### src/logic/bpl_pkg.sv
// Shared constants, types and decode helpers for the buffer load sequencer.
package bpl_pkg;

    localparam int ADDR_W   = 24;
    localparam int DATA_W   = 16;
    localparam int IDX_W    = 5;
    localparam int PAGE_LSB = IDX_W;
    localparam int CMD_W    = 8;

    localparam logic [CMD_W-1:0]  CMD_BUF_PROG = 8'hE8;
    localparam logic [CMD_W-1:0]  CMD_CONFIRM  = 8'hD0;
    localparam logic [IDX_W-1:0]  IDX_RST      = 5'h00;
    localparam logic [ADDR_W-1:0] ADDR_RST     = 24'h000000;
    localparam logic [DATA_W-1:0] DATA_RST     = 16'h0000;

    typedef enum logic [2:0] {
        ST_READY,
        ST_LOAD1,
        ST_LOAD2,
        ST_CONFIRM,
        ST_BUSY
    } seq_state_type;

    typedef struct packed {
        logic [ADDR_W-1:0] addr;
        logic [DATA_W-1:0] data;
    } bus_write_type;

    typedef struct packed {
        logic              valid;
        logic [IDX_W-1:0]  index;
        logic [ADDR_W-1:0] addr;
        logic [DATA_W-1:0] data;
    } buf_write_type;

    // Returns the buffer page that a word address falls in.
    function automatic logic [ADDR_W-PAGE_LSB-1:0] page_of(
        input logic [ADDR_W-1:0] addr);
        page_of = addr[ADDR_W-1:PAGE_LSB];
    endfunction

endpackage

### src/logic/buffer_program_load_sequencer.sv
// Buffered program loading sequence of the flash command interface.
`timescale 1ns/1ns
// Operation
// RQ1: First write after setup stores word count.
// RQ2: Zero count skips loading, goes to confirm.
// RQ3: Nonzero count loads one word per write.
// RQ4: After counted words, wait in confirm state.
// RQ5: Address outside start page fails the operation.
// RQ6: Confirm code starts busy, else error ready.
// RQ7: Same sequence keeps erase suspend context.
module buffer_program_load_sequencer
    import bpl_pkg::*;
(
    input  wire logic                        i_ref_clk,
    input  wire logic                        i_resetn,
    input  wire logic                        i_wr_valid,
    input  wire bpl_pkg::bus_write_type      i_wr,
    input  wire logic                        i_erase_suspended,
    input  wire logic                        i_prog_done,
    output bpl_pkg::seq_state_type           o_state,
    output logic                             o_ready,
    output logic                             o_busy,
    output logic                             o_start,
    output logic                             o_error,
    output logic                             o_fail,
    output logic                             o_erase_suspend_ctx,
    output logic [bpl_pkg::IDX_W-1:0]        o_count,
    output bpl_pkg::buf_write_type           o_buf
);

    seq_state_type     state_q;
    seq_state_type     state_d;
    logic [IDX_W-1:0]  count_q;
    logic [IDX_W-1:0]  idx_q;
    logic [ADDR_W-1:0] start_addr_q;
    logic              fail_q;
    logic              error_q;
    logic              ctx_q;
    logic              start_q;
    buf_write_type     buf_q;
    logic              addr_match;
    logic [CMD_W-1:0]  cmd;
    logic              count_zero;
    logic              count_ovf;
    logic              last_word;

    same_page_check u_page (
        .i_start_addr (start_addr_q),
        .i_addr       (i_wr.addr),
        .o_match      (addr_match)
    );

    always_comb begin
        cmd        = i_wr.data[CMD_W-1:0];
        count_zero = (i_wr.data == DATA_RST);
        count_ovf  = (i_wr.data[DATA_W-1:IDX_W] != '0);
        last_word  = ((idx_q + 5'h01) == count_q);
    end

    // Next state of the loading sequence.
    always_comb begin
        state_d = state_q;
        case (state_q)
            ST_READY: begin
                if (i_wr_valid && cmd == CMD_BUF_PROG) begin
                    state_d = ST_LOAD1;
                end
            end
            ST_LOAD1: begin
                if (i_wr_valid && count_zero) begin
                    state_d = ST_CONFIRM; // RQ2
                end else if (i_wr_valid) begin
                    state_d = ST_LOAD2; // RQ3
                end
            end
            ST_LOAD2: begin
                if (i_wr_valid && last_word) begin
                    state_d = ST_CONFIRM; // RQ4
                end
            end
            ST_CONFIRM: begin
                if (i_wr_valid && cmd == CMD_CONFIRM && !fail_q) begin
                    state_d = ST_BUSY; // RQ6
                end else if (i_wr_valid) begin
                    state_d = ST_READY; // RQ6
                end
            end
            ST_BUSY: begin
                if (i_prog_done) begin
                    state_d = ST_READY;
                end
            end
            default: begin
                state_d = ST_READY;
            end
        endcase
    end

    always_ff @(posedge i_ref_clk or negedge i_resetn) begin
        if (!i_resetn) begin
            state_q <= ST_READY;
        end else begin
            state_q <= state_d;
        end
    end

    // Word count and start address are caught from the count write.
    always_ff @(posedge i_ref_clk or negedge i_resetn) begin
        if (!i_resetn) begin
            count_q      <= IDX_RST;
            start_addr_q <= ADDR_RST;
        end else if (state_q == ST_LOAD1 && i_wr_valid) begin
            count_q      <= i_wr.data[IDX_W-1:0]; // RQ1
            start_addr_q <= i_wr.addr; // RQ1
        end
    end

    // Index of the next buffer slot to be loaded.
    always_ff @(posedge i_ref_clk or negedge i_resetn) begin
        if (!i_resetn) begin
            idx_q <= IDX_RST;
        end else if (state_q == ST_LOAD1) begin
            idx_q <= IDX_RST;
        end else if (state_q == ST_LOAD2 && i_wr_valid) begin
            idx_q <= idx_q + 5'h01; // RQ3
        end
    end

    // Each data write is passed to the program buffer for one cycle.
    always_ff @(posedge i_ref_clk or negedge i_resetn) begin
        if (!i_resetn) begin
            buf_q <= '0;
        end else begin
            buf_q.valid <= (state_q == ST_LOAD2) && i_wr_valid; // RQ3
            buf_q.index <= idx_q;
            buf_q.addr  <= i_wr.addr;
            buf_q.data  <= i_wr.data;
        end
    end

    // Failure is armed by a bad count or an address outside the page.
    always_ff @(posedge i_ref_clk or negedge i_resetn) begin
        if (!i_resetn) begin
            fail_q <= 1'b0;
        end else if (state_q == ST_READY && state_d == ST_LOAD1) begin
            fail_q <= 1'b0;
        end else if (state_q == ST_LOAD1 && i_wr_valid && count_ovf) begin
            fail_q <= 1'b1;
        end else if (state_q == ST_LOAD2 && i_wr_valid && !addr_match) begin
            fail_q <= 1'b1; // RQ5
        end
    end

    // Error stays until the next buffered program setup.
    always_ff @(posedge i_ref_clk or negedge i_resetn) begin
        if (!i_resetn) begin
            error_q <= 1'b0;
        end else if (state_q == ST_CONFIRM && state_d == ST_READY) begin
            error_q <= 1'b1; // RQ6
        end else if (state_q == ST_READY && state_d == ST_LOAD1) begin
            error_q <= 1'b0;
        end
    end

    // Erase suspend context is caught at setup and held to the end.
    always_ff @(posedge i_ref_clk or negedge i_resetn) begin
        if (!i_resetn) begin
            ctx_q <= 1'b0;
        end else if (state_q == ST_READY) begin
            ctx_q <= i_erase_suspended; // RQ7
        end
    end

    always_ff @(posedge i_ref_clk or negedge i_resetn) begin
        if (!i_resetn) begin
            start_q <= 1'b0;
        end else begin
            start_q <= (state_q == ST_CONFIRM) && (state_d == ST_BUSY);
        end
    end

    always_comb begin
        o_state             = state_q;
        o_ready             = (state_q == ST_READY);
        o_busy              = (state_q == ST_BUSY);
        o_start             = start_q;
        o_error             = error_q;
        o_fail              = fail_q;
        o_erase_suspend_ctx = ctx_q;
        o_count             = count_q;
        o_buf               = buf_q;
    end

    count_store_a: assert property ( // RQ1
        @(posedge i_ref_clk) disable iff (!i_resetn)
        (state_q == ST_LOAD1 && i_wr_valid)
        |=> (count_q == $past(i_wr.data[IDX_W-1:0]))
            && (start_addr_q == $past(i_wr.addr)))
        else $error("Word count not stored.");

    zero_skip_a: assert property ( // RQ2
        @(posedge i_ref_clk) disable iff (!i_resetn)
        (state_q == ST_LOAD1 && i_wr_valid && i_wr.data == DATA_RST)
        |=> state_q == ST_CONFIRM ##1 !buf_q.valid)
        else $error("Zero count did not skip loading.");

    data_load_a: assert property ( // RQ3
        @(posedge i_ref_clk) disable iff (!i_resetn)
        (state_q == ST_LOAD2 && i_wr_valid)
        |=> buf_q.valid && buf_q.data == $past(i_wr.data)
            && buf_q.index == $past(idx_q))
        else $error("Data word not loaded.");

    load_enter_a: assert property ( // RQ3
        @(posedge i_ref_clk) disable iff (!i_resetn)
        (state_q == ST_LOAD1 && i_wr_valid && i_wr.data != DATA_RST)
        |=> state_q == ST_LOAD2 && idx_q == IDX_RST)
        else $error("Nonzero count did not enter loading.");

    load_done_a: assert property ( // RQ4
        @(posedge i_ref_clk) disable iff (!i_resetn)
        (state_q == ST_LOAD2 && i_wr_valid)
        |=> (state_q == ST_CONFIRM) == ($past(idx_q) + 5'h01 == count_q))
        else $error("Load end not at counted word.");

    addr_fail_a: assert property ( // RQ5
        @(posedge i_ref_clk) disable iff (!i_resetn)
        (state_q == ST_LOAD2 && i_wr_valid
         && page_of(i_wr.addr) != page_of(start_addr_q))
        |=> fail_q [*1] ##0 (state_q != ST_BUSY))
        else $error("Bad address did not fail the operation.");

    confirm_go_a: assert property ( // RQ6
        @(posedge i_ref_clk) disable iff (!i_resetn)
        (state_q == ST_CONFIRM && i_wr_valid)
        |=> (state_q == ST_BUSY && start_q)
            || (state_q == ST_READY && error_q))
        else $error("Confirm step gave wrong outcome.");

    ctx_hold_a: assert property ( // RQ7
        @(posedge i_ref_clk) disable iff (!i_resetn)
        (state_q != ST_READY && $past(state_q) != ST_READY)
        |-> $stable(ctx_q))
        else $error("Erase suspend context changed mid sequence.");

endmodule // buffer_program_load_sequencer

### src/logic/same_page_check.sv
// Checks that a loaded word address lies in the start address buffer page.
`timescale 1ns/1ns
module same_page_check
    import bpl_pkg::*;
(
    input  wire logic [bpl_pkg::ADDR_W-1:0] i_start_addr,
    input  wire logic [bpl_pkg::ADDR_W-1:0] i_addr,
    output logic                            o_match
);

    always_comb begin
        o_match = (page_of(i_addr) == page_of(i_start_addr));
    end

endmodule // same_page_check
### config.mk
export PLATFORM = sky130hd
export DESIGN_NAME = buffer_program_load_sequencer
export DESIGN_NICKNAME = d
export VERILOG_FILES = /design/src/logic/bpl_pkg.sv /design/src/logic/buffer_program_load_sequencer.sv /design/src/logic/same_page_check.sv
export SDC_FILE = /design/constraint.sdc
export NUM_CORES = 1
export LEC_CHECK = 0
export ABC_AREA = 1
export BUFFER_PORTS_ARGS = -buffer_cell sky130_fd_sc_hd__buf_4
export CAP_MARGIN = 20
export CELL_PAD_IN_SITES_DETAIL_PLACEMENT = 1
export CELL_PAD_IN_SITES_GLOBAL_PLACEMENT = 1
export CORE_UTILIZATION = 25
export DETAILED_ROUTE_END_ITERATION = 8
export PLACE_DENSITY = 0.67
export SYNTH_ARGS = -nofsm -noshare
export SYNTH_HDL_FRONTEND = slang
export SYNTH_SLANG_ARGS = --single-unit
export TNS_END_PERCENT = 20
### constraint.sdc
create_clock -name i_ref_clk -period 1.3 [get_ports i_ref_clk]
set_input_delay 0.065 -clock i_ref_clk [delete_from_list [all_inputs] [get_ports i_ref_clk]]
set_output_delay 0.065 -clock i_ref_clk [all_outputs]
set_load 0.005 [all_outputs]
==> impl_results.md, run 1 <==
- Status: finished, violations left
- Failing checks: negative setup slack
- WL met3: 441 um
- Routed WL per cell: 14.0 um
- Largest family of logic cells by synthesized area: simple AND/OR/NAND/NOR gates
- Synth Area in Simple Gates: 0.224
- DRC: 0
- Top Ports: 105
- Seq/Total Area, Yosys: 0.650
- Post-Synth XOR/XNOR Area: 0.0444
- Overflow after GRT: 0
- Post-synthesis adder-cell area fraction: 0.00396
- Post-route setup slack: -0.152 ns
- CORE AREA: 12200 sq um
- Static Leak: 0.00265 uW
- Placed cell areas: 4290 sq um
- Final Hold Viols: 0
- Number of global-route vias before repair: 3089
- RePlAce Congestion: 0.783
- Clock-pin slew on the worst setup and hold paths: 0.06 ns
- Period utilisation layout: 1.12
- Largest area contributor in the netlist: dfrtp_1
- Final Cell Area: 5200 sq um
- Top cells by area, synth: dfrtp_1 65%, nand2_1 13%, inv_1 3.9%
- Highest metal used: met4
- Clock root buffer: clkbuf_16
- Power Total: 8640 uW
- Worst path required time: 1.53 ns
- HP Class: in -> reg
- Clk buf depth: 2
- Global-route usage over all layers: 0.152
- Die W: 114 um
- Antenna viol nets, final: 0
- Starting Density: 0.260
- Ant diodes: 0
- Yosys top cell area share: 0.650
- Die ar.: 13100 sq um
- Worst-Skew Late Latency: 0.34 ns
- Syn Nets: 370
- Crit end category: flop
- First-pass GRT wire length: 15000 um
- Clock tree sinks: 82
- Fmax: 689 MHz
- Mux contribution to synthesized area: 0
- Yosys cell types: 26
- Max cap viols: 0
- Nets: 551
- IO buf count: 104
- Drt pass-1 iters: 4
- Die H: 114 um
- Routed wire length: 9500 um
- Placed wire-length estimate: 6580 um
- CTS tree: built
- Worst slew margin: 0.847
- RSZ-0062 raised after global routing: true
- Crit start category: flop
- Num CTS Buffers: 9
- Cell area after synthesis: 3160 sq um
- Worst-margin pin slew: 0.228 ns
- Synthesis-stage register bit count: 82
- Post-Route M1 WL: 4040 um
- P&R area growth vs syn: 64.8%
- FP Rows: 40
- DR vias/cell: 4.21
- Layout Skew: 0.00396 ns
- Initial antenna violation count: 0
- Total number of H-tree levels: 3
- PwrDens: 1660 nW/um^2
- Worst Path Max Fanout: 2
- Maximum number of pins on one net before global-route repair: 40
- # setup viols final: 28
- Mapped Avg Cell Area: 9.75 sq um
- Vias: 2851
- Worst VDD drop: 0.950 mV
- Crit path DAT: 1.69 ns
- Share of post-route cells with drive strength above 1: 0.347
- CP Class: reg -> reg
- Mapped Cells: 324
- Pins over their slew limit: 0
- Yosys warns: 0
- Post-synthesis compound-gate area fraction: 0.0265
- Met2 wire len: 4810 um
- Minimum clock period: 1.45 ns
- Initial DRC count: 78
[worst paths after layout]
| path | from | cells past startpoint | slack, ns | endpoint |
|---|---|---|---|---|
| setup / recovery | idx_q[0] | 9 | -0.15 | o_error |
| hold / removal | i_prog_done | 3 | 0.02 | o_state[2] |
| setup reg to reg | idx_q[0] | 9 | -0.15 | o_error |
| hold reg to reg | idx_q[4] | 0 | 0.43 | o_buf[44] |
| max in group asynchronous | i_resetn | 3 | 0.76 | start_addr_q[21] |
| min in group asynchronous | i_resetn | 2 | 0.11 | o_buf[19] |
[cells in the mapped netlist (all sizes together)]
library cell / n
a22oi: 1
buf: 4
and3: 1
nor4: 1
inv: 34
nor2: 30
nand3: 16
dfrtp: 82
nand3b: 1
nor3: 3
o22ai: 1
xnor2: 8
a21oi: 4
or2: 1
o21ai: 10
xor2: 8
nand4: 5
ha: 1
nand2: 113
[flip-flops by register name (all words and copies together) (netlist names)]
| name | cells |
|---|---|
| o_fail | 1 |
| o_state | 3 |
| start_addr_q | 19 |
| o_error | 1 |
| o_count | 5 |
| o_start | 1 |
| o_erase_suspend_ctx | 1 |
| idx_q | 5 |
| o_buf | 46 |
[cells by family after synthesis]
group,Yosys count
and+or+nand+nor,171
DFF,82
buffers and inverters,38
AOI/OAI and AO/OA,16
xor gates and xnor gates,16
adders and majority gates,1
[power breakdown]
| group | total, uW | switching, uW | internal [uW] |
|---|---|---|---|
| clock | 2360 | 1020 | 1340 |
| combinational | 2690 | 1240 | 1450 |
| sequential | 3600 | 455 | 3140 |
| total | 8640 | 2710 | 5940 |
[metal layers]
| layer | vias up | global-route usage |
|---|---|---|
| met5 | - | 0 |
| met4 | 0 | 0.0580 |
| met3 | 13 | 0.0487 |
| met2 | 79 | 0.263 |
| li1 | 1362 | - |
| met1 | 1397 | 0.174 |
[cell type report]
| type | count | area [sq um] |
|---|---|---|
| clock buffers | 12 | 246 |
| well taps | 168 | 210 |
| clock inverters | 4 | 27.5 |
| inverters | 34 | 138 |
| repair buffers | 174 | 1500 |
| fillers | 1352 | 6960 |
| multi-input cells | 204 | 1030 |
| flip-flops and latches | 82 | 2050 |
[layout by cell type, fill, tap and decap left out, types with 2 or more instances in the layout]
| master | n |
|---|---|
| nand2_1 | 99 |
| nand2_2 | 11 |
| nand3_1 | 15 |
| a21oi_1 | 4 |
| nand2_4 | 3 |
| nor2_1 | 25 |
| buf_4 | 123 |
| inv_4 | 2 |
| inv_1 | 29 |
| xnor2_1 | 7 |
| inv_2 | 2 |
| o21ai_0 | 6 |
| nand4_1 | 5 |
| clkbuf_16 | 11 |
| dfrtp_1 | 81 |
| nor2_2 | 4 |
| clkbuf_1 | 2 |
| buf_12 | 3 |
| clkinvlp_4 | 3 |
| dlygate4sd3_1 | 42 |
| buf_6 | 3 |
| xor2_1 | 8 |
| nor3_1 | 3 |
| o21ai_1 | 3 |
[critical path, stage by stage, from the launching register on]
cell     delay (ns)
dfrtp_1        0.41
ha_4           0.29
xnor2_2        0.11
nand2_1        0.08
nor2_1         0.11
nand3_1        0.08
nor2_1         0.11
nor2_1         0.06
nand3_1        0.06
nand2_1        0.05
[per-stage QoR]
| stage | TNS, ns | hold WS, ns | util | setup WS, ns | std cells |
|---|---|---|---|---|---|
| finish | -1.62 | 0.0217 | 0.428 | -0.152 | 678 |
| global route | -4.53 | 0.0223 | 0.428 | -0.255 | 678 |
| CTS | -0.599 | 0.0211 | 0.414 | -0.164 | 671 |
| detailed placement | -0.275 | -0.0945 | 0.353 | -0.145 | 610 |
| global placement | -0.154 | -0.100 | 0.353 | -0.115 | 610 |
| floorplan | -0.0735 | -0.231 | - | -0.0735 | 324 |
[what timing repair did]
action,CTS,global route
hold buffers,42,0
resized for setup,8,31
hold endpoints to repair,146,0
pin swaps,3,11
cloned,0,2
setup endpoints to repair,18,36
setup buffers,3,5
Note: power is estimated with default switching activity, not from simulation.
==> run 2: changes to the inputs <==
--- a/config.mk
+++ b/config.mk
@@ -10,6 +10,7 @@
 export CAP_MARGIN = 20
 export CELL_PAD_IN_SITES_DETAIL_PLACEMENT = 1
 export CELL_PAD_IN_SITES_GLOBAL_PLACEMENT = 1
+export CORE_ASPECT_RATIO = 0.5
 export CORE_UTILIZATION = 25
 export DETAILED_ROUTE_END_ITERATION = 8
 export PLACE_DENSITY = 0.67
==> impl_results.md, run 2 (synthesized netlist as in run 1, its figures left out) <==
- First-pass GRT wire length: 15000 um (about the same)
- Max reg flops: 46 (unchanged)
- Number of global-route vias before repair: 2948 (-4.6%)
- Fmax: 682 MHz (-1.0%)
- CP Class: reg -> reg
- Crit end category: flop
- CP peak stage delay: 0.41 ns (about the same)
- Static Leak: 0.00263 uW (-0.58%)
- Maximum number of pins on one net before global-route repair: 32 (-20%)
- DRC: 0 (unchanged)
- Initial antenna violation count: 0 (unchanged)
- Worst-Skew Late Latency: 0.33 ns (about the same)
- Pins over their slew limit: 0 (unchanged)
- Crit path cell chain: ha_4, inv_2, nand2_2, nand2_2, nand2_1, nand2_1, inv_1, nand3_1, nor2_1, nor2_1, nand3_1, nand2_1
- Clock tree sinks: 82 (unchanged)
- Crit path DAT: 1.74 ns (+0.05 ns)
- Status: finished, violations left
- Num CTS Buffers: 9 (unchanged)
- CP dominant cell by count: nand2_1
- Clock-pin slew on the worst setup and hold paths: 0.06 ns (about the same)
- Sequential share of power: 0.408 (-0.008)
- CP bufs+invs: 2 (+2)
- Commonest non-fill, non-tap cells in the layout: 119 x buf_4, 101 x nand2_1, 81 x dfrtp_1
- Routed wire length: 9420 um (-0.85%)
- Layout Skew: 0.00615 ns (+0.00218 ns)
- Total number of H-tree levels: 3 (unchanged)
- Starting Density: 0.262 (+0.00237)
- Routed WL per cell: 14.1 um (+0.33%)
- Failing checks: negative setup slack
- Switching Share: 0.303 (-0.0102)
- # setup viols final: 7 (-75%)
- Antenna viol nets, final: 0 (unchanged)
- Clk buf depth: 2 (unchanged)
- FP Rows: 28 (-30%)
- Minimum clock period: 1.47 ns (+0.0147 ns)
- Worst-margin pin slew: 0.271 ns (+0.0425 ns)
- Nets: 546 (-0.91%)
- Worst VDD drop: 0.608 mV (-36%)
- HP Class: in -> reg
- Power Total: 8820 uW (+2.0%)
- Net Switching: 2670 uW (-1.3%)
- IO buf count: 104 (unchanged)
- Top Ports: 105 (unchanged)
- Share of post-route cells with drive strength above 1: 0.345 (-0.00250)
- P&R area growth vs syn: 63.8%
- Leading cell type in the layout, fill and taps excluded: buf_4
- Max cap viols: 0 (unchanged)
- Global-route usage over all layers: 0.148 (-0.00341)
- Top delay family on crit path: simple AND/OR/NAND/NOR gates
- PwrDens: 1700 nW/um^2 (+2.6%)
- Drt pass-1 iters: 3 (-1)
- Initial DRC count: 86 (+10%)
- Placed wire-length estimate: 6310 um (-4.1%)
- RePlAce Congestion: 0.785 (+0.15%)
- DR vias/cell: 4.09 (-2.7%)
- Die W: 161 um (+41%)
- Worst slew margin: 0.818 (-0.0284)
- Final Hold Viols: 0 (unchanged)
- Worst Path Max Fanout: 4 (+2)
- Clock root buffer: clkbuf_16
- Overflow after GRT: 0 (unchanged)
- Slowest CP cell: dfrtp_1
- Period utilisation layout: 1.13 (+0.0113)
- Crit start category: flop
- Ant diodes: 0 (unchanged)
- Die H: 81.5 um (-29%)
- CORE AREA: 12100 sq um (-0.91%)
- Comb power frac: 0.297 (-0.014)
- Hold WS: 0.0261 ns (+0.00437 ns)
- CTS tree: built
- Die ar.: 13100 sq um (+0.21%)
- Post-route setup slack: -0.167 ns (-0.0147 ns)
- Worst path required time: 1.57 ns (+0.04 ns)
- Vias: 2741 (-3.9%)
- Clock Power Share: 0.295 (+0.022)
- Internal power: 6140 uW (+3.5%)
- RSZ-0062 raised after global routing: true
[run 2: cell count changes in the layout (fill, tap and decap cells not counted), moves of 3 or more]
cell | previous run | this run
o21ai_0 | 6 | 3
o21ai_2 | 1 | 4
nand2_4 | 3 | 0
nor2_2 | 4 | 1
clkinvlp_4 | 3 | 0
buf_4 | 123 | 119
[run 2: per-stage QoR]
| step | setup slack (ns) | std cells | utilization | area [sq um] | setup TNS, ns |
|---|---|---|---|---|---|
| 6_report | -0.167 | 670 | 0.429 | 5170 | -0.318 |
| 3_5_place_dp | -0.151 | 607 | 0.356 | 4290 | -0.313 |
| 5_1_grt | -0.297 | 670 | 0.429 | 5170 | -1.73 |
| 3_3_place_gp | -0.0929 | 607 | 0.356 | 4290 | -0.123 |
| 4_1_cts | -0.105 | 665 | 0.417 | 5030 | -0.295 |
| 2_1_floorplan | -0.0735 | 324 | - | 3160 | -0.0735 |
[run 2: power groups by stage]
stage                     Combinational (uW)  Clock, uW  Sequential [uW]
after CTS                               2380       2680             3570
after detailed placement                2220          0             3600
final                                   2620       2600             3590
after global placement                  2150          0             3570
after floorplan                         1070          0             3550
after global routing                    2960       2770             3670
[run 2: layout make-up]
cell class              instances  area (sq um)
well taps                     165           206
flip-flops and latches         82          2050
multi-input cells             204          1040
fillers                      1396          6880
inverters                      34           138
clock buffers                  14           264
clock inverters                 2          35.0
repair buffers                169          1440
[run 2: final timing paths]
check / start / endpoint / slack [ns] / depth (start not counted)
max: idx_q[1] / o_error / -0.17 / 12
min: i_prog_done / o_state[2] / 0.03 / 3
max reg2reg: idx_q[1] / o_error / -0.17 / 12
min reg2reg: idx_q[4] / o_buf[44] / 0.44 / 0
max in group asynchronous: i_resetn / o_state[1] / 0.66 / 3
min in group asynchronous: i_resetn / o_buf[22] / 0.13 / 2
[run 2: tightest hold or removal path, cell delays in order]
cell,delay [ns]
buf_4,0.07
or2_2,0.10
a22oi_1,0.07
[run 2: repair_timing]
item,4_1_cts,5_1_grt
setup buffers,0,5
endpoints found under the setup margin,6,26
hold buffers,42,0
resized for setup,8,36
pin swaps,1,10
endpoints found under the hold margin,147,0
[run 2: metal layers]
metal	GRT usage	part of all wire
met2	0.265	0.53
met3	0.0369	0.023
met5	0	0
met1	0.178	0.44
met4	0.0509	0.013
==> run 3: changes to the inputs <==
--- a/config.mk
+++ b/config.mk
@@ -10,10 +10,10 @@
 export CAP_MARGIN = 20
 export CELL_PAD_IN_SITES_DETAIL_PLACEMENT = 1
 export CELL_PAD_IN_SITES_GLOBAL_PLACEMENT = 1
-export CORE_ASPECT_RATIO = 0.5
-export CORE_UTILIZATION = 25
+export CORE_ASPECT_RATIO = 1.25
+export CORE_UTILIZATION = 33
 export DETAILED_ROUTE_END_ITERATION = 8
-export PLACE_DENSITY = 0.67
+export PLACE_DENSITY = 0.82
 export SYNTH_ARGS = -nofsm -noshare
 export SYNTH_HDL_FRONTEND = slang
 export SYNTH_SLANG_ARGS = --single-unit
==> impl_results.md, run 3 (synthesized netlist as in run 1, its figures left out) <==
- Vias: 2878 (+5.0%)
- Register Area: 2050 sq um (about the same)
- Max cap viols: 0 (unchanged)
- Clk buf depth: 2 (unchanged)
- Hold wc startpoint: i_prog_done
- Minimum clock period: 1.48 ns (+0.0139 ns)
- Maximum number of pins on one net before global-route repair: 40 (+25%)
- FF-to-FF Start: idx_q[1]
- Final Hold Viols: 0 (unchanged)
- P&R area growth vs syn: 59.0%
- Worst path required time: 1.54 ns (-0.03 ns)
- Clock-pin slew on the worst setup and hold paths: 0.07 ns (about the same)
- Starting Density: 0.343 (+0.0804)
- First-pass GRT wire length: 16000 um (+7.2%)
- Num CTS Buffers: 9 (unchanged)
- Hold WS: 0.0113 ns (-0.0147 ns)
- Multi-input gate area: 983 sq um (-5.4%)
- CORE AREA: 9220 sq um (-23%)
- Ant diodes: 0 (unchanged)
- Share of post-route cells with drive strength above 1: 0.319 (-0.0257)
- Nets: 546 (unchanged)
- Die H: 111 um (+37%)
- Status: finished, violations left
- Worst-margin pin slew: 0.352 ns (+0.0809 ns)
- Post-route setup slack: -0.181 ns (-0.0139 ns)
- Commonest non-fill, non-tap cells in the layout: 125 x buf_4, 109 x nand2_1, 82 x dfrtp_1
- Overflow after GRT: 0 (unchanged)
- Max reg flops: 46 (unchanged)
- Total number of H-tree levels: 3 (unchanged)
- Pins over their slew limit: 0 (unchanged)
- Clock tree sinks: 82 (unchanged)
- RSZ-0062 raised after global routing: true
- Final setup TNS: -1.46 ns (-1.14 ns)
- Fmax: 675 MHz (-0.94%)
- Failing checks: negative setup slack
- Top Ports: 105 (unchanged)
- Crit path DAT: 1.72 ns (-0.02 ns)
- Die W: 89.5 um (-44%)
- Static Leak: 0.00260 uW (-1.0%)
- Clock root buffer: clkbuf_16
- Die ar.: 9970 sq um (-24%)
- CTS tree: built
- # setup viols final: 22 (+15)
- DRC: 0 (unchanged)
- Leading cell type in the layout, fill and taps excluded: buf_4
- DR vias/cell: 4.58 (+12%)
- Initial DRC count: 95 (+10%)
- FP Rows: 39 (+39%)
- Layout Skew: 0.00831 ns (+0.00216 ns)
- Routed wire length: 10100 um (+7.4%)
- Worst Path Max Fanout: 2 (-2)
- Layout fillers: 1022 (-27%)
- Initial antenna violation count: 0 (unchanged)
- Number of global-route vias before repair: 3237 (+9.8%)
- Period utilisation layout: 1.14 (+0.0107)
- Worst slew margin: 0.766 (-0.0525)
- RePlAce Congestion: 0.804 (+2.5%)
- Placed wire-length estimate: 6420 um (+1.7%)
- Global-route usage over all layers: 0.219 (+0.0702)
- CP Class: reg -> reg
- Crit end category: flop
- Post-layout util: 0.545 (+0.115)
- IO buf count: 104 (unchanged)
- Worst-Skew Late Latency: 0.35 ns (+0.02 ns)
- Drt pass-1 iters: 4 (+1)
- Crit start category: flop
- Antenna viol nets, final: 0 (unchanged)
- Worst VDD drop: 0.992 mV (+63%)
- PwrDens: 1760 nW/um^2 (+3.0%)
- Power Total: 8820 uW (about the same)
- Worst setup startpoint: idx_q[1]
- HP Class: in -> reg
- Routed WL per cell: 16.1 um (+15%)
## run 3: cell count changes in the layout (fill, tap and decap cells not counted), moves of 3 or more
cell | before | now
o21ai_2 | 4 | 0
o21ai_0 | 3 | 9
nand2_2 | 12 | 4
clkinvlp_4 | 0 | 3
nor2_2 | 1 | 4
buf_6 | 4 | 0
clkbuf_1 | 3 | 0
buf_4 | 119 | 125
nand2_1 | 101 | 109
## run 3: timing repair
action,4_1_cts,5_1_grt
pin swaps,0,5
hold buffers,42,0
setup endpoints to repair,8,28
hold endpoints to repair,146,0
setup buffers,0,2
resized for setup,3,10
## run 3: metrics by stage
stage | cell area (sq um) | std cells | setup slack (ns)
after global placement | 4240 | 568 | -0.101
final | 5020 | 628 | -0.181
after CTS | 4980 | 626 | -0.162
after detailed placement | 4240 | 568 | -0.164
after global routing | 5020 | 628 | -0.291
after floorplan | 3160 | 324 | -0.0735
## run 3: area by class of cell
type	count	share of cell area
Sequential cell	82	0.408
Timing Repair Buffer	169	0.278
Multi-Input combinational cell	204	0.196
Clock buffer	10	0.0476
Tap cell	123	0.0306
Inverter	34	0.0259
Clock inverter	6	0.0132
## run 3: power by group
group          switching [uW]  internal [uW]  total (uW)
clock                    1070           1540        2610
sequential                469           3140        3610
combinational            1260           1340        2600
## run 3: layer usage
metal,vias up,share of wire,GRT usage
met5,-,0,0
met4,0,0.021,0.0772
met3,20,0.047,0.0571
met2,79,0.57,0.410
met1,1428,0.36,0.226
li1,1351,-,-
## run 3: worst max-delay path, stage by stage, from the launching register on
cell,delay (ns)
dfrtp_1,0.41
ha_4,0.29
xnor2_2,0.10
nand2_1,0.08
nor2_2,0.11
nand3_2,0.09
nor2_2,0.14
nor2_2,0.06
nand3_1,0.06
nand2_1,0.05
## run 3: worst paths after layout
path / endpoint / slack (ns) / cells past startpoint
setup / recovery: o_error / -0.18 / 9
setup reg to reg: o_error / -0.18 / 9
hold reg to reg: o_buf[44] / 0.43 / 0
max in group asynchronous: start_addr_q[5] / 0.61 / 3
hold / removal: o_state[2] / 0.01 / 3
min in group asynchronous: start_addr_q[7] / 0.16 / 2
